==> config.mk <==
export PLATFORM = sky130hd
export DESIGN_NAME = bst_tap
export DESIGN_NICKNAME = d
export VERILOG_FILES = /design/src/bst_pkg.sv /design/src/bst_sync.sv /design/src/bst_tap.sv
export SDC_FILE = /design/constraint.sdc
export NUM_CORES = 1
export LEC_CHECK = 0
export BUFFER_PORTS_ARGS = -buffer_cell sky130_fd_sc_hd__buf_2
export CAP_MARGIN = 0
export CORE_ASPECT_RATIO = 1.1
export CORE_MARGIN = 8
export CORE_UTILIZATION = 60
export DETAILED_ROUTE_END_ITERATION = 12
export PLACE_DENSITY = 0.84
export RECOVER_POWER = 100
export SLEW_MARGIN = 5
export SYNTH_ARGS = -nofsm -noshare
export SYNTH_HDL_FRONTEND = slang
export SYNTH_SLANG_ARGS = --single-unit
==> constraint.sdc <==
create_clock -name clk -period 2.95 [get_ports clk]
set_input_delay 0.1475 -clock clk [delete_from_list [all_inputs] [get_ports clk]]
set_output_delay 0.1475 -clock clk [all_outputs]
set_load 0.05 [all_outputs]
==> src/bst_pkg.sv <==
/*
  Package for the boundary-scan test port: opcodes, state encoding,
  register widths and synchroniser depth.
  Assumes a single system clock that oversamples the test clock.
*/
package bst_pkg;

  // =====================================================
  // Instruction register
  // =====================================================
  localparam int          IR_W          = 6;
  localparam logic [5:0]  OP_BYPASS     = 6'h3F;
  localparam logic [5:0]  OP_SAMPLE     = 6'h04;
  localparam logic [5:0]  OP_EXTEST     = 6'h01;
  localparam logic [5:0]  OP_HIGHZ      = 6'h03;
  localparam logic [5:0]  OP_IDCODE     = 6'h0A;
  localparam logic [5:0]  IR_CAPTURE    = 6'h01;

  // =====================================================
  // Data registers and synchroniser depth
  // =====================================================
  localparam int          ID_W          = 32;
  // Arbitrary identity value, not a real maker code
  localparam logic [31:0] ID_VALUE_DEF  = 32'h0ABC_D001;
  localparam int          BSR_W         = 16;
  localparam int          SYNC_W        = 2;

  // =====================================================
  // Test-port controller states
  // =====================================================
  typedef enum logic [3:0] {
    ST_RESET, ST_IDLE, ST_SEL_DR, ST_CAP_DR, ST_SH_DR, ST_EX1_DR, ST_PA_DR,
    ST_EX2_DR, ST_UPD_DR, ST_SEL_IR, ST_CAP_IR, ST_SH_IR, ST_EX1_IR,
    ST_PA_IR, ST_EX2_IR, ST_UPD_IR
  } bst_state_t;

endpackage

==> src/bst_sync.sv <==
/*
  Two-flop synchroniser for the test-port pins.
  Assumes asynchronous inputs and the system clock domain.
*/
`timescale 1ns/1ps
module bst_sync
  import bst_pkg::*;
#(
  parameter int W = 1
) (
  input  wire logic         clk,
  input  wire logic         resetn,
  input  wire logic [W-1:0] async_i,
  output logic      [W-1:0] sync_o
);

  logic [W-1:0] meta_q;
  logic [W-1:0] sync_q;
  logic [W-1:0] meta_d;
  logic [W-1:0] sync_d;

  always_comb begin
    meta_d = async_i;
    sync_d = meta_q;
  end

  always_ff @(posedge clk or negedge resetn) begin
    if (!resetn) begin
      meta_q <= '0;
      sync_q <= '0;
    end else begin
      meta_q <= meta_d;
      sync_q <= sync_d;
    end
  end

  assign sync_o = sync_q;

endmodule // bst_sync

==> src/bst_tap.sv <==
/*
  Boundary-scan test access port: controller, instruction register,
  bypass, identity and boundary register, and pin muxing.
  Assumes clk is much faster than the test clock (at least 4x) and that
  resetn is the chip power-on reset.
*/
// Function
// - Five pins: clock, select, in, out, reset
// - State machine, instruction and data registers
// - Sample select and input on rising edge
// - Update serial output on falling edge
// - Reset by power-on or test reset low
// - Decode bypass, sample/preload, extest opcodes
// - Highz floats outputs, selects bypass path
// - Idcode shifts identity out
// - Identity value fixed and hard-wired
// - Digital pins scanned; analog, crystal excluded
`timescale 1ns/1ps
module bst_tap
  import bst_pkg::*;
#(
  parameter logic [ID_W-1:0] ID_VALUE = ID_VALUE_DEF
) (
  input  wire logic             clk,
  input  wire logic             resetn,
  input  wire logic             tck,
  input  wire logic             tms,
  input  wire logic             tdi,
  input  wire logic             trst_n,
  output logic                  tdo,
  output logic                  tdo_oe_n,
  input  wire logic [BSR_W-1:0] core_out,
  input  wire logic [BSR_W-1:0] core_oe_n,
  input  wire logic [BSR_W-1:0] pin_in,
  output logic      [BSR_W-1:0] pin_out,
  output logic      [BSR_W-1:0] pin_oe_n,
  output logic      [BSR_W-1:0] core_in
);

  // =====================================================
  // Pin synchronisers
  // =====================================================
  logic [3:0]       pins_s;
  logic [BSR_W-1:0] pin_in_s;
  logic             tck_s;
  logic             tms_s;
  logic             tdi_s;
  logic             trst_n_s;

  bst_sync #(.W(4)) u_sync_jtag (
    .clk     (clk),
    .resetn  (resetn),
    .async_i ({tck, tms, tdi, trst_n}),
    .sync_o  (pins_s)
  );

  bst_sync #(.W(BSR_W)) u_sync_pins (
    .clk     (clk),
    .resetn  (resetn),
    .async_i (pin_in),
    .sync_o  (pin_in_s)
  );

  assign {tck_s, tms_s, tdi_s, trst_n_s} = pins_s;

  // =====================================================
  // State registers
  // =====================================================
  bst_state_t       st_q,     st_d;
  logic             tck_q,    tck_d;
  logic [IR_W-1:0]  irsh_q,   irsh_d;
  logic [IR_W-1:0]  ir_q,     ir_d;
  logic             byp_q,    byp_d;
  logic [ID_W-1:0]  idsh_q,   idsh_d;
  logic [BSR_W-1:0] bsh_q,    bsh_d;
  logic [BSR_W-1:0] bupd_q,   bupd_d;
  logic             tdo_q,    tdo_d;
  logic             tdooe_q,  tdooe_d;
  logic [BSR_W-1:0] pout_q,   pout_d;
  logic [BSR_W-1:0] poe_q,    poe_d;
  logic [BSR_W-1:0] cin_q,    cin_d;

  logic rise;
  logic fall;
  logic sel_bsr;
  logic sel_id;
  logic drive_bsr;
  logic float_all;

  assign rise = tck_s & ~tck_q;
  assign fall = ~tck_s & tck_q;

  always_comb begin
    sel_bsr   = 1'b0;
    sel_id    = 1'b0;
    drive_bsr = 1'b0;
    float_all = 1'b0;
    case (ir_q)
      OP_SAMPLE: sel_bsr = 1'b1;
      OP_EXTEST: begin
        sel_bsr   = 1'b1;
        drive_bsr = 1'b1;
      end
      OP_HIGHZ:  float_all = 1'b1;
      OP_IDCODE: sel_id = 1'b1;
      default:   ;
    endcase
  end

  // =====================================================
  // Controller, registers, next state
  // =====================================================
  always_comb begin
    st_d    = st_q;
    tck_d   = tck_s;
    irsh_d  = irsh_q;
    ir_d    = ir_q;
    byp_d   = byp_q;
    idsh_d  = idsh_q;
    bsh_d   = bsh_q;
    bupd_d  = bupd_q;
    tdo_d   = tdo_q;
    tdooe_d = tdooe_q;

    if (rise) begin
      case (st_q)
        ST_RESET:  st_d = tms_s ? ST_RESET  : ST_IDLE;
        ST_IDLE:   st_d = tms_s ? ST_SEL_DR : ST_IDLE;
        ST_SEL_DR: st_d = tms_s ? ST_SEL_IR : ST_CAP_DR;
        ST_CAP_DR: st_d = tms_s ? ST_EX1_DR : ST_SH_DR;
        ST_SH_DR:  st_d = tms_s ? ST_EX1_DR : ST_SH_DR;
        ST_EX1_DR: st_d = tms_s ? ST_UPD_DR : ST_PA_DR;
        ST_PA_DR:  st_d = tms_s ? ST_EX2_DR : ST_PA_DR;
        ST_EX2_DR: st_d = tms_s ? ST_UPD_DR : ST_SH_DR;
        ST_UPD_DR: st_d = tms_s ? ST_SEL_DR : ST_IDLE;
        ST_SEL_IR: st_d = tms_s ? ST_RESET  : ST_CAP_IR;
        ST_CAP_IR: st_d = tms_s ? ST_EX1_IR : ST_SH_IR;
        ST_SH_IR:  st_d = tms_s ? ST_EX1_IR : ST_SH_IR;
        ST_EX1_IR: st_d = tms_s ? ST_UPD_IR : ST_PA_IR;
        ST_PA_IR:  st_d = tms_s ? ST_EX2_IR : ST_PA_IR;
        ST_EX2_IR: st_d = tms_s ? ST_UPD_IR : ST_SH_IR;
        ST_UPD_IR: st_d = tms_s ? ST_SEL_DR : ST_IDLE;
        default:   st_d = ST_RESET;
      endcase

      // capture and shift of selected register
      case (st_q)
        ST_CAP_IR: irsh_d = IR_CAPTURE;
        ST_SH_IR:  irsh_d = {tdi_s, irsh_q[IR_W-1:1]};
        ST_CAP_DR: begin
          byp_d = 1'b0;
          if (sel_id) idsh_d = ID_VALUE;
          if (sel_bsr) bsh_d = pin_in_s;
        end
        ST_SH_DR: begin
          byp_d = tdi_s;
          if (sel_id) idsh_d = {tdi_s, idsh_q[ID_W-1:1]};
          if (sel_bsr) bsh_d = {tdi_s, bsh_q[BSR_W-1:1]};
        end
        default: ;
      endcase
    end

    // Update stages act on the falling edge after entry
    if (fall) begin
      if (st_q == ST_UPD_IR) ir_d = irsh_q;
      if (st_q == ST_UPD_DR && sel_bsr) bupd_d = bsh_q;
      // serial output changes on falling edge
      tdooe_d = ~(st_q == ST_SH_DR || st_q == ST_SH_IR);
      if (st_q == ST_SH_IR) tdo_d = irsh_q[0];
      else if (sel_id) tdo_d = idsh_q[0];
      else if (sel_bsr) tdo_d = bsh_q[0];
      else tdo_d = byp_q;
    end

    if (st_q == ST_RESET) ir_d = OP_IDCODE;
  end

  always_comb begin
    pout_d = drive_bsr ? bupd_q : core_out;
    poe_d  = float_all ? {BSR_W{1'b1}} : (drive_bsr ? {BSR_W{1'b0}} : core_oe_n);
    cin_d  = pin_in_s;
  end

  always_ff @(posedge clk or negedge resetn) begin
    if (!resetn) begin
      st_q    <= ST_RESET;
      ir_q    <= OP_IDCODE;
      irsh_q  <= '0;
      byp_q   <= 1'b0;
      idsh_q  <= '0;
      bsh_q   <= '0;
      bupd_q  <= '0;
      tdo_q   <= 1'b0;
      tdooe_q <= 1'b1;
    end else if (!trst_n_s) begin
      st_q    <= ST_RESET;
      ir_q    <= OP_IDCODE;
      irsh_q  <= '0;
      byp_q   <= 1'b0;
      idsh_q  <= '0;
      bsh_q   <= '0;
      bupd_q  <= '0;
      tdo_q   <= 1'b0;
      tdooe_q <= 1'b1;
    end else begin
      st_q    <= st_d;
      ir_q    <= ir_d;
      irsh_q  <= irsh_d;
      byp_q   <= byp_d;
      idsh_q  <= idsh_d;
      bsh_q   <= bsh_d;
      bupd_q  <= bupd_d;
      tdo_q   <= tdo_d;
      tdooe_q <= tdooe_d;
    end
  end

  always_ff @(posedge clk or negedge resetn) begin
    if (!resetn) begin
      tck_q  <= 1'b0;
      pout_q <= '0;
      poe_q  <= '1;
      cin_q  <= '0;
    end else begin
      tck_q  <= tck_d;
      pout_q <= pout_d;
      poe_q  <= poe_d;
      cin_q  <= cin_d;
    end
  end

  assign tdo      = tdo_q;
  assign tdo_oe_n = tdooe_q;
  assign pin_out  = pout_q;
  assign pin_oe_n = poe_q;
  assign core_in  = cin_q;

endmodule // bst_tap

==> results.sh, run 1 <==
export IMPL_syn_area_per_cell_um2=13.5
export IMPL_cts_buffers=17
export IMPL_synth_edff_count=0
export IMPL_grt_max_degree=96
export IMPL_ys_flop_type="dfrtp_1"
export IMPL_period_share_pct=85.7
export IMPL_slew_headroom_pct=14.1
export IMPL_ys_warnings_count=0
export IMPL_viasPerCell=5.56
export IMPL_startpoint_type="flop"
export IMPL_htreeDepth=4
export IMPL_cts_resized=0
export IMPL_overflow=0
export IMPL_clockBufferDepth=2
export IMPL_setup_viol_count_final=0
export IMPL_worst_pin_slew_ns=1.27
export IMPL_max_freq_mhz=395
export IMPL_nets=691
export IMPL_drt_total_wl_um=15200
export IMPL_grt_pass1_vias=4659
export IMPL_maxSlewViolCount=0
export IMPL_max_vdd_ir_drop_uv=399
export IMPL_dieArea_um2=14600
export IMPL_worstPathRequired_ns=3.32
export IMPL_setup_worst_path_class="reg2reg"
export IMPL_final_common_cell="dfrtp_1"
export IMPL_cts_sinks=172
export IMPL_synth_cell_type_count=58
export IMPL_power_density_nw_per_um2=611
export IMPL_place_gp_congestion=0.805
export IMPL_drtPass1Iterations=5
export IMPL_crit_path_end_kind="flop"
export IMPL_fin_hold_ws_ns=0.348
export IMPL_synth_top_area_share_pct=58.2
export IMPL_holdCritPathClass="reg2reg"
export IMPL_start_util_pct=60.9
export IMPL_outcome="finished, final reports clean"
export IMPL_grt_usage_pct=21.7
export IMPL_hold_violations=0
export IMPL_antenna_found_initial=0
export IMPL_vias=4439
export IMPL_busiest_layer="met2"
export IMPL_ys_ff_latch=172
export IMPL_wl_per_cell_um=19.0
export IMPL_rsz0062_at_grt="no"
export IMPL_dieWidth_um=116
export IMPL_period_needed_ns=2.53
export IMPL_yosysTopAreaCell="dfrtp_1"
export IMPL_cts_tree="built"
export IMPL_post_cts_buffers=0
export IMPL_syn_inst=487
export IMPL_coreArea_um2=10800
export IMPL_root_buffer="clkbuf_16"
export IMPL_cp_arrival_ns=2.90
export IMPL_holdBufCountCts=53
export IMPL_die_h_um=126
export IMPL_ys_async_sr_fraction_pct=100
export IMPL_p_leak_nw=4.04
export IMPL_grt_met3_usage_pct=5.16
export IMPL_drive_gt1_share_pct=19.4
export IMPL_io_buffers=103
export IMPL_syn_to_final_growth_pct=24.2
export IMPL_maxCapViolCount=0
export IMPL_io_pins=104
export IMPL_path_clk_slew_ns=0.07
export IMPL_hpwl_um=8900
export IMPL_syn_area_um2=6580
export IMPL_crit_fanout=18
export IMPL_layout_common_cells="153 x dfrtp_1, 53 x dlygate4sd3_1, 53 x clkbuf_1"
export IMPL_final_antenna_net_count=0
export IMPL_clk_latency_ns=0.43
export IMPL_skew_ns=0.0101
export IMPL_rows=40
export IMPL_drtIter0Drc=320
export IMPL_synth_area_leaders="dfrtp_1 58%, dfstp_2 7.6%, mux2i_1 3.3%"
export IMPL_use_met2_pct=35.3
export IMPL_fin_setup_tns_ns=0
export IMPL_drt_drc_violations_left=0
export IMPL_grt_pass1_wl_um=24300
export IMPL_globalRouteMet1Util_pct=26.3
export IMPL_yosysSeqAreaShare_pct=65.7
export IMPL_syn_num_nets=541
export IMPL_r2r_slack_ns=0.42
area by class of cell:
cell class / count / area, um2
Antenna cell: 1 / 2.50
Clock buffer: 21 / 480
Clock inverter: 11 / 97.6
Fill cell: 647 / 2640
Inverter: 4 / 15.0
Multi-Input combinational cell: 278 / 2030
Sequential cell: 172 / 4330
Tap cell: 147 / 184
Timing Repair Buffer: 164 / 1040
logic make-up (layout without fill, tap and decap cells):
| family | after synthesis | after routing | share of synthesized area [%] |
|---|---|---|---|
| and+or+nand+nor | 140 | 140 | 12.1 |
| other | 0 | 1 | 0 |
| AOI/OAI and AO/OA | 98 | 98 | 12.5 |
| xor gates and xnor gates | 2 | 2 | 0.266 |
| buffers and inverters | 37 | 200 | 3.21 |
| DFF | 172 | 172 | 65.7 |
| muxes | 38 | 38 | 6.08 |
metal layers:
| metal | wire length (um) | up-vias | part of all wire (%) |
|---|---|---|---|
| met5 | 0 | - | 0 |
| met1 | 6110 | 2233 | 40 |
| li1 | - | 2018 | - |
| met4 | 468 | 0 | 3.1 |
| met3 | 938 | 35 | 6.2 |
| met2 | 7680 | 153 | 51 |
worst max-delay path, cell delays in order (launching register included):
cell and delay, ns:
dfrtp_1 0.47, nor3_4 0.31, nand3b_2 0.41, nor2_1 1.08, a21o_1 0.19
through the flow:
step	total power [mW]	worst slack [ns]	cells	util, %	area (um2)
floorplan	2.70	1.24	487	-	6580
global placement	2.83	0.817	712	66.3	7160
detailed placement	2.84	0.688	712	66.3	7160
CTS	5.02	0.675	797	76.5	8270
global route	5.14	0.277	797	75.6	8170
finish	5.00	0.421	798	75.6	8170
synthesized netlist by cell type (6+ instances only):
cell and n:
dfrtp_1 153, nand2_1 42, nand3_1 24, nor2b_1 23
mux2i_1 22, nor2_1 21, a22o_1 20, dfstp_2 19
a21o_1 16, o211a_1 16, clkbuf_1 12, o2bb2ai_1 11
buf_2 10, mux2_1 10, a21boi_0 6, buf_6 6
mux2_2 6
where the power goes:
part / switching, mW / internal (mW) / total [mW]
clock network: 0.962 / 1.19 / 2.16
registers: 0.0438 / 2.43 / 2.48
logic: 0.247 / 0.119 / 0.366
state kept, by name, summed over array words and instances, names as in the netlist, 4 cells and up:
register	cells
bsh_q	16
pin_oe_n	16
pin_out	16
u_sync_jtag.meta_q	4
u_sync_pins.sync_o	16
bupd_q	16
u_sync_pins.meta_q	16
idsh_q	32
irsh_q	6
st_q	4
ir_q	6
core_in	16
u_sync_jtag.sync_o	4
worst paths after layout:
check / startpoint / cells after the start / endpoint
setup / recovery: ir_q[5] / 4 / pin_oe_n[0]
hold / removal: u_sync_pins.meta_q[2] / 0 / u_sync_pins.sync_o[2]
hold reg to reg: u_sync_pins.meta_q[2] / 0 / u_sync_pins.sync_o[2]
setup reg to reg: ir_q[5] / 4 / pin_oe_n[0]
min in group asynchronous: resetn / 2 / bupd_q[1]
max in group asynchronous: resetn / 3 / idsh_q[22]
Power figures use the tool's default switching activity.
==> run 2, diff against run 1 <==
--- a/config.mk
+++ b/config.mk
@@ -7,9 +7,10 @@
 export LEC_CHECK = 0
 export BUFFER_PORTS_ARGS = -buffer_cell sky130_fd_sc_hd__buf_2
 export CAP_MARGIN = 0
-export CORE_ASPECT_RATIO = 1.1
+export CORE_ASPECT_RATIO = 1.75
 export CORE_MARGIN = 8
 export CORE_UTILIZATION = 60
+export CTS_CLUSTER_DIAMETER = 100
 export DETAILED_ROUTE_END_ITERATION = 12
 export PLACE_DENSITY = 0.84
 export RECOVER_POWER = 100
==> run 2 against run 1 <==
Effect of this change:
- count of clock-buffer cells in the layout rose by 3
- critical path type unchanged
- clock skew up 0.0012 ns
- design area fell by 0.54%
- first-iteration DRC count down 38%
- the run now ends with capacitance limit, slew limit left
- critical endpoint is now idsh_q[8]
- maximum frequency decreased by 2.9%
- die area increased by 0.88%
- non-clock buffer count decreased by 2
==> results.sh, run 2 (same netlist as run 1, synthesis figures left out) <==
export IMPL_worst_pin_slew_ns=1.89
export IMPL_max_freq_mhz=384
export IMPL_max_vdd_ir_drop_uv=502
export IMPL_wl_per_cell_um=19.0
export IMPL_outcome="finished, violations left"
export IMPL_startpoint_type="flop"
export IMPL_die_h_um=155
export IMPL_drtPass1Iterations=4
export IMPL_cts_buffers=17
export IMPL_grt_pass1_vias=4734
export IMPL_grt_usage_pct=21.3
export IMPL_design_area_um2=8130
export IMPL_grt_pass1_wl_um=24100
export IMPL_p_leak_nw=4.03
export IMPL_crit_path_end_kind="flop"
export IMPL_nets=689
export IMPL_hpwl_um=9090
export IMPL_drtIter0Drc=199
export IMPL_slew_headroom_pct=-25.8
export IMPL_regMostFlops="idsh_q"
export IMPL_grt_max_degree=76
export IMPL_overflow=0
export IMPL_drt_total_wl_um=14800
export IMPL_maxCapViolCount=1
export IMPL_path_clk_slew_ns=0.07
export IMPL_io_pins=104
export IMPL_cp_arrival_ns=2.96
export IMPL_final_common_cell="dfrtp_1"
export IMPL_crit_fanout=31
export IMPL_layout_common_cells="153 x dfrtp_1, 54 x clkbuf_1, 53 x dlygate4sd3_1"
export IMPL_io_buffers=103
export IMPL_fin_hold_ws_ns=0.341
export IMPL_rows=50
export IMPL_largest_register_ff_count=32
export IMPL_setup_viol_count_final=0
export IMPL_final_antenna_net_count=0
export IMPL_hold_violations=0
export IMPL_place_gp_congestion=0.818
export IMPL_drive_gt1_share_pct=18.7
export IMPL_drt_drc_violations_left=0
export IMPL_dieArea_um2=14700
export IMPL_cts_sinks=172
export IMPL_antenna_found_initial=0
export IMPL_start_util_pct=61.5
export IMPL_postPlaceCellArea_um2=7130
export IMPL_period_share_pct=88.3
export IMPL_clk_latency_ns=0.43
export IMPL_clockBufferDepth=2
export IMPL_dieWidth_um=95.2
export IMPL_violations="capacitance limit, slew limit"
export IMPL_viasPerCell=5.69
export IMPL_htreeDepth=4
export IMPL_setup_worst_path_class="reg2reg"
export IMPL_worstPathRequired_ns=3.30
export IMPL_fin_setup_tns_ns=0
export IMPL_skew_ns=0.0113
export IMPL_root_buffer="clkbuf_16"
export IMPL_antennaDiodeCount=0
export IMPL_vias=4425
export IMPL_coreArea_um2=10700
export IMPL_power_density_nw_per_um2=620
export IMPL_maxSlewViolCount=75
export IMPL_syn_to_final_growth_pct=23.5
export IMPL_rsz0062_at_grt="no"
export IMPL_holdCritPathClass="reg2reg"
export IMPL_cts_tree="built"
export IMPL_period_needed_ns=2.61
## run 2: cell types whose count changed in the layout (fill, tap and decap cells not counted), sizes merged
| cell | previous run | this run |
|---|---|---|
| inv | 10 | 7 |
| clkinvlp | 2 | 0 |
| bufinv | 0 | 1 |
| clkbuf | 76 | 77 |
| clkinv | 3 | 4 |
| diode | 1 | 0 |
## run 2: worst paths after layout
kind,from,endpoint,slack [ns],cells past startpoint
hold / removal,u_sync_pins.meta_q[6],u_sync_pins.sync_o[6],0.34,0
min in group asynchronous,resetn,u_sync_jtag.meta_q[3],0.78,2
setup / recovery,st_q[2],idsh_q[8],0.34,4
max in group asynchronous,resetn,ir_q[1],0.82,3
setup reg to reg,st_q[2],idsh_q[8],0.34,4
hold reg to reg,u_sync_pins.meta_q[6],u_sync_pins.sync_o[6],0.34,0
## run 2: what timing repair did
item | 4_1_cts | 5_1_grt
endpoints found under the hold margin | 108 | 0
setup endpoints to repair | 0 | 0
setup buffers | 0 | 0
gates resized for setup | 0 | 0
hold buffers | 53 | 0
## run 2: critical path, cell delays in order (launching register included)
cell,delay (ns)
dfrtp_1,0.74
and3b_1,0.29
o2111ai_1,0.33
and2_1,0.88
a22o_1,0.28
## run 2: per-stage QoR
| step | worst slack, ns | power [mW] | util, % | cells |
|---|---|---|---|---|
| global placement | 0.503 | 2.83 | 66.6 | 693 |
| finish | 0.345 | 5.04 | 76.0 | 778 |
| global route | 0.136 | 5.20 | 76.0 | 778 |
| detailed placement | 0.349 | 2.84 | 66.6 | 693 |
| CTS | 0.293 | 5.07 | 77.1 | 778 |
| floorplan | 1.24 | 2.70 | - | 487 |
## run 2: report_power, final
part	internal [mW]	switching (mW)	total, mW
registers	2.43	0.0374	2.47
logic	0.121	0.251	0.372
clock network	1.31	0.890	2.20
total	3.86	1.18	5.04
## run 2: layout make-up
cell class	instances	area [um2]
Inverter	4	15.0
Fill cell	651	2570
Sequential cell	172	4330
Tap cell	130	163
Multi-Input combinational cell	278	2000
Clock inverter	8	78.8
Clock buffer	24	513
Timing Repair Buffer	162	1040
## run 2: routing by layer
| layer | vias to the layer above | track usage, % | wire [um] | part of all wire [%] |
|---|---|---|---|---|
| met4 | 0 | 10.8 | 452 | 3.1 |
| li1 | 2010 | - | - | - |
| met2 | 121 | 35.8 | 8030 | 54 |
| met5 | - | 0 | 0 | 0 |
| met1 | 2263 | 24.5 | 5500 | 37 |
| met3 | 31 | 4.85 | 784 | 5.3 |
==> run 3, diff against run 2 <==
--- a/config.mk
+++ b/config.mk
@@ -7,12 +7,14 @@
 export LEC_CHECK = 0
 export BUFFER_PORTS_ARGS = -buffer_cell sky130_fd_sc_hd__buf_2
 export CAP_MARGIN = 0
+export CELL_PAD_IN_SITES_DETAIL_PLACEMENT = 2
+export CELL_PAD_IN_SITES_GLOBAL_PLACEMENT = 2
 export CORE_ASPECT_RATIO = 1.75
 export CORE_MARGIN = 8
-export CORE_UTILIZATION = 60
+export CORE_UTILIZATION = 41
 export CTS_CLUSTER_DIAMETER = 100
 export DETAILED_ROUTE_END_ITERATION = 12
-export PLACE_DENSITY = 0.84
+export PLACE_DENSITY_LB_ADDON = 0.1
 export RECOVER_POWER = 100
 export SLEW_MARGIN = 5
 export SYNTH_ARGS = -nofsm -noshare
==> run 3 against run 2 <==
Effect of this change:
- critical endpoint is now pin_oe_n[0]
- count of clock-buffer cells in the layout fell by 7
- clock power up 15%
- the run still ends with capacitance limit, slew limit left
- wire length up 30%
- largest cell class unchanged
- total power grew 7.1%
- via count rose by 0.70%
- worst setup slack better by 0.027 ns
- critical path type unchanged
- highest routed layer unchanged
- global-route usage is 1.7 points lower
==> results.sh, run 3 (same netlist as run 1, synthesis figures left out) <==
export IMPL_outcome="finished, violations left"
export IMPL_violations="capacitance limit, slew limit"
export IMPL_fin_hold_ws_ns=0.346
export IMPL_die_h_um=184
export IMPL_layout_common_cells="153 x dfrtp_1, 53 x dlygate4sd3_1, 53 x clkbuf_1"
export IMPL_fin_util_pct=52.5
export IMPL_reg2reg_from="ir_q[4]"
export IMPL_drtIter0Drc=135
export IMPL_clockBufferDepth=2
export IMPL_grt_max_degree=64
export IMPL_worst_pin_slew_ns=1.54
export IMPL_overflow=0
export IMPL_cts_tree="built"
export IMPL_rsz0062_at_grt="no"
export IMPL_cts_buffers=17
export IMPL_multi_input_comb_area_um2=2000
export IMPL_hold_violations=0
export IMPL_grt_usage_pct=19.6
export IMPL_p_sw_mw=1.32
export IMPL_maxCapViolCount=1
export IMPL_grt_pass1_vias=5389
export IMPL_drive_gt1_share_pct=19.4
export IMPL_drt_total_wl_um=19200
export IMPL_grt_pass1_wl_um=30800
export IMPL_power_frac_comb_pct=7.1
export IMPL_viasPerCell=5.30
export IMPL_regMostFlops="idsh_q"
export IMPL_path_clk_slew_ns=0.07
export IMPL_drtPass1Iterations=4
export IMPL_crit_fanout=18
export IMPL_largest_register_ff_count=32
export IMPL_setup_worst_path_class="reg2reg"
export IMPL_crit_path_end_kind="flop"
export IMPL_max_freq_mhz=388
export IMPL_setup_viol_count_final=0
export IMPL_dieWidth_um=112
export IMPL_final_antenna_net_count=0
export IMPL_slew_headroom_pct=-2.75
export IMPL_syn_to_final_growth_pct=26.0
export IMPL_dp_cells=756
export IMPL_cts_resized=0
export IMPL_period_needed_ns=2.58
export IMPL_seqCellArea_um2=4330
export IMPL_htreeDepth=4
export IMPL_hp_start="u_sync_pins.meta_q[2]"
export IMPL_dieArea_um2=20500
export IMPL_io_pins=104
export IMPL_antennaDiodeCount=0
export IMPL_cp_startpoint="ir_q[4]"
export IMPL_p_leak_nw=4.09
export IMPL_final_common_cell="dfrtp_1"
export IMPL_p_seq_share_pct=45.8
export IMPL_fill_cells=1531
export IMPL_power_density_nw_per_um2=651
export IMPL_rows=61
export IMPL_wl_per_cell_um=22.9
export IMPL_fin_setup_tns_ns=0
export IMPL_place_gp_congestion=0.736
export IMPL_start_util_pct=41.7
export IMPL_startpoint_type="flop"
export IMPL_internal_power_mw=4.08
export IMPL_drt_drc_violations_left=0
export IMPL_max_vdd_ir_drop_uv=349
export IMPL_period_share_pct=87.4
export IMPL_hpwl_um=11000
export IMPL_fin_cells=840
export IMPL_coreArea_um2=15800
export IMPL_switching_share_pct=24.5
export IMPL_clkPwrFrac_pct=47.1
export IMPL_antenna_found_initial=0
export IMPL_root_buffer="clkbuf_16"
export IMPL_maxSlewViolCount=64
export IMPL_cts_sinks=172
export IMPL_holdCritPathClass="reg2reg"
export IMPL_worstPathRequired_ns=3.31
export IMPL_cp_arrival_ns=2.94
export IMPL_nets=693
export IMPL_clk_latency_ns=0.43
export IMPL_skew_ns=0.0131
export IMPL_io_buffers=103
export IMPL_vias=4456
run 3: changes by cell type in the layout (fill, tap and decap cells not counted), moves of 2 or more:
cell       before  now
clkbuf_2        1    6
buf_2          51   47
bufinv_16       1    5
clkbuf_8        4    0
buf_4           4    6
inv_4           2    0
inv_8           0    2
run 3: layout make-up:
type	instances	area share [%]
sequential	172	52.2
multi-input combinational	278	24.2
timing repair buffer	166	12.6
clock buffer	17	5.13
clock inverter	14	2.85
tap	189	2.85
inverter	4	0.181
run 3: metrics by stage:
step | setup WS (ns) | power (mW) | area (um2)
finish | 0.372 | 5.40 | 8290
global placement | 0.615 | 2.84 | 7230
detailed placement | 0.507 | 2.85 | 7230
floorplan | 1.24 | 2.70 | 6580
global route | 0.179 | 5.54 | 8290
CTS | 0.493 | 5.44 | 8420
run 3: critical path, cell delays in order, from the launching register on:
cell and delay [ns]:
dfrtp_1 0.44, nor3_2 0.40, nand3b_2 0.44, nor2_1 1.04
a21o_1 0.19
run 3: path summary, 6_finish.rpt:
| kind | end | slack (ns) | depth (start not counted) |
|---|---|---|---|
| setup / recovery | pin_oe_n[0] | 0.37 | 4 |
| hold / removal | u_sync_pins.sync_o[2] | 0.35 | 0 |
| setup reg to reg | pin_oe_n[0] | 0.37 | 4 |
| hold reg to reg | u_sync_pins.sync_o[2] | 0.35 | 0 |
| max in group asynchronous | ir_q[5] | 0.60 | 3 |
| min in group asynchronous | bsh_q[11] | 0.65 | 2 |
run 3: power by group through the flow:
stage          clock network (mW)  logic, mW  registers (mW)
4_1_cts                      2.57      0.401            2.47
2_1_floorplan                   0     0.0771            2.63
6_report                     2.54      0.384            2.47
3_5_place_dp                    0      0.343            2.51
5_1_grt                      2.66      0.411            2.48
3_3_place_gp                    0      0.332            2.50
run 3: repair_timing:
item                                   CTS  global route
hold buffers                            53             0
setup buffers                            0             0
endpoints found under the hold margin  112             0
run 3: per-layer routing:
layer | global-route usage (%) | wire, um | vias up
met5 | 0 | 0 | -
met4 | 7.04 | 349 | 0
met3 | 3.88 | 601 | 21
met2 | 39.0 | 11400 | 75
met1 | 19.4 | 6850 | 2348
li1 | - | - | 2012
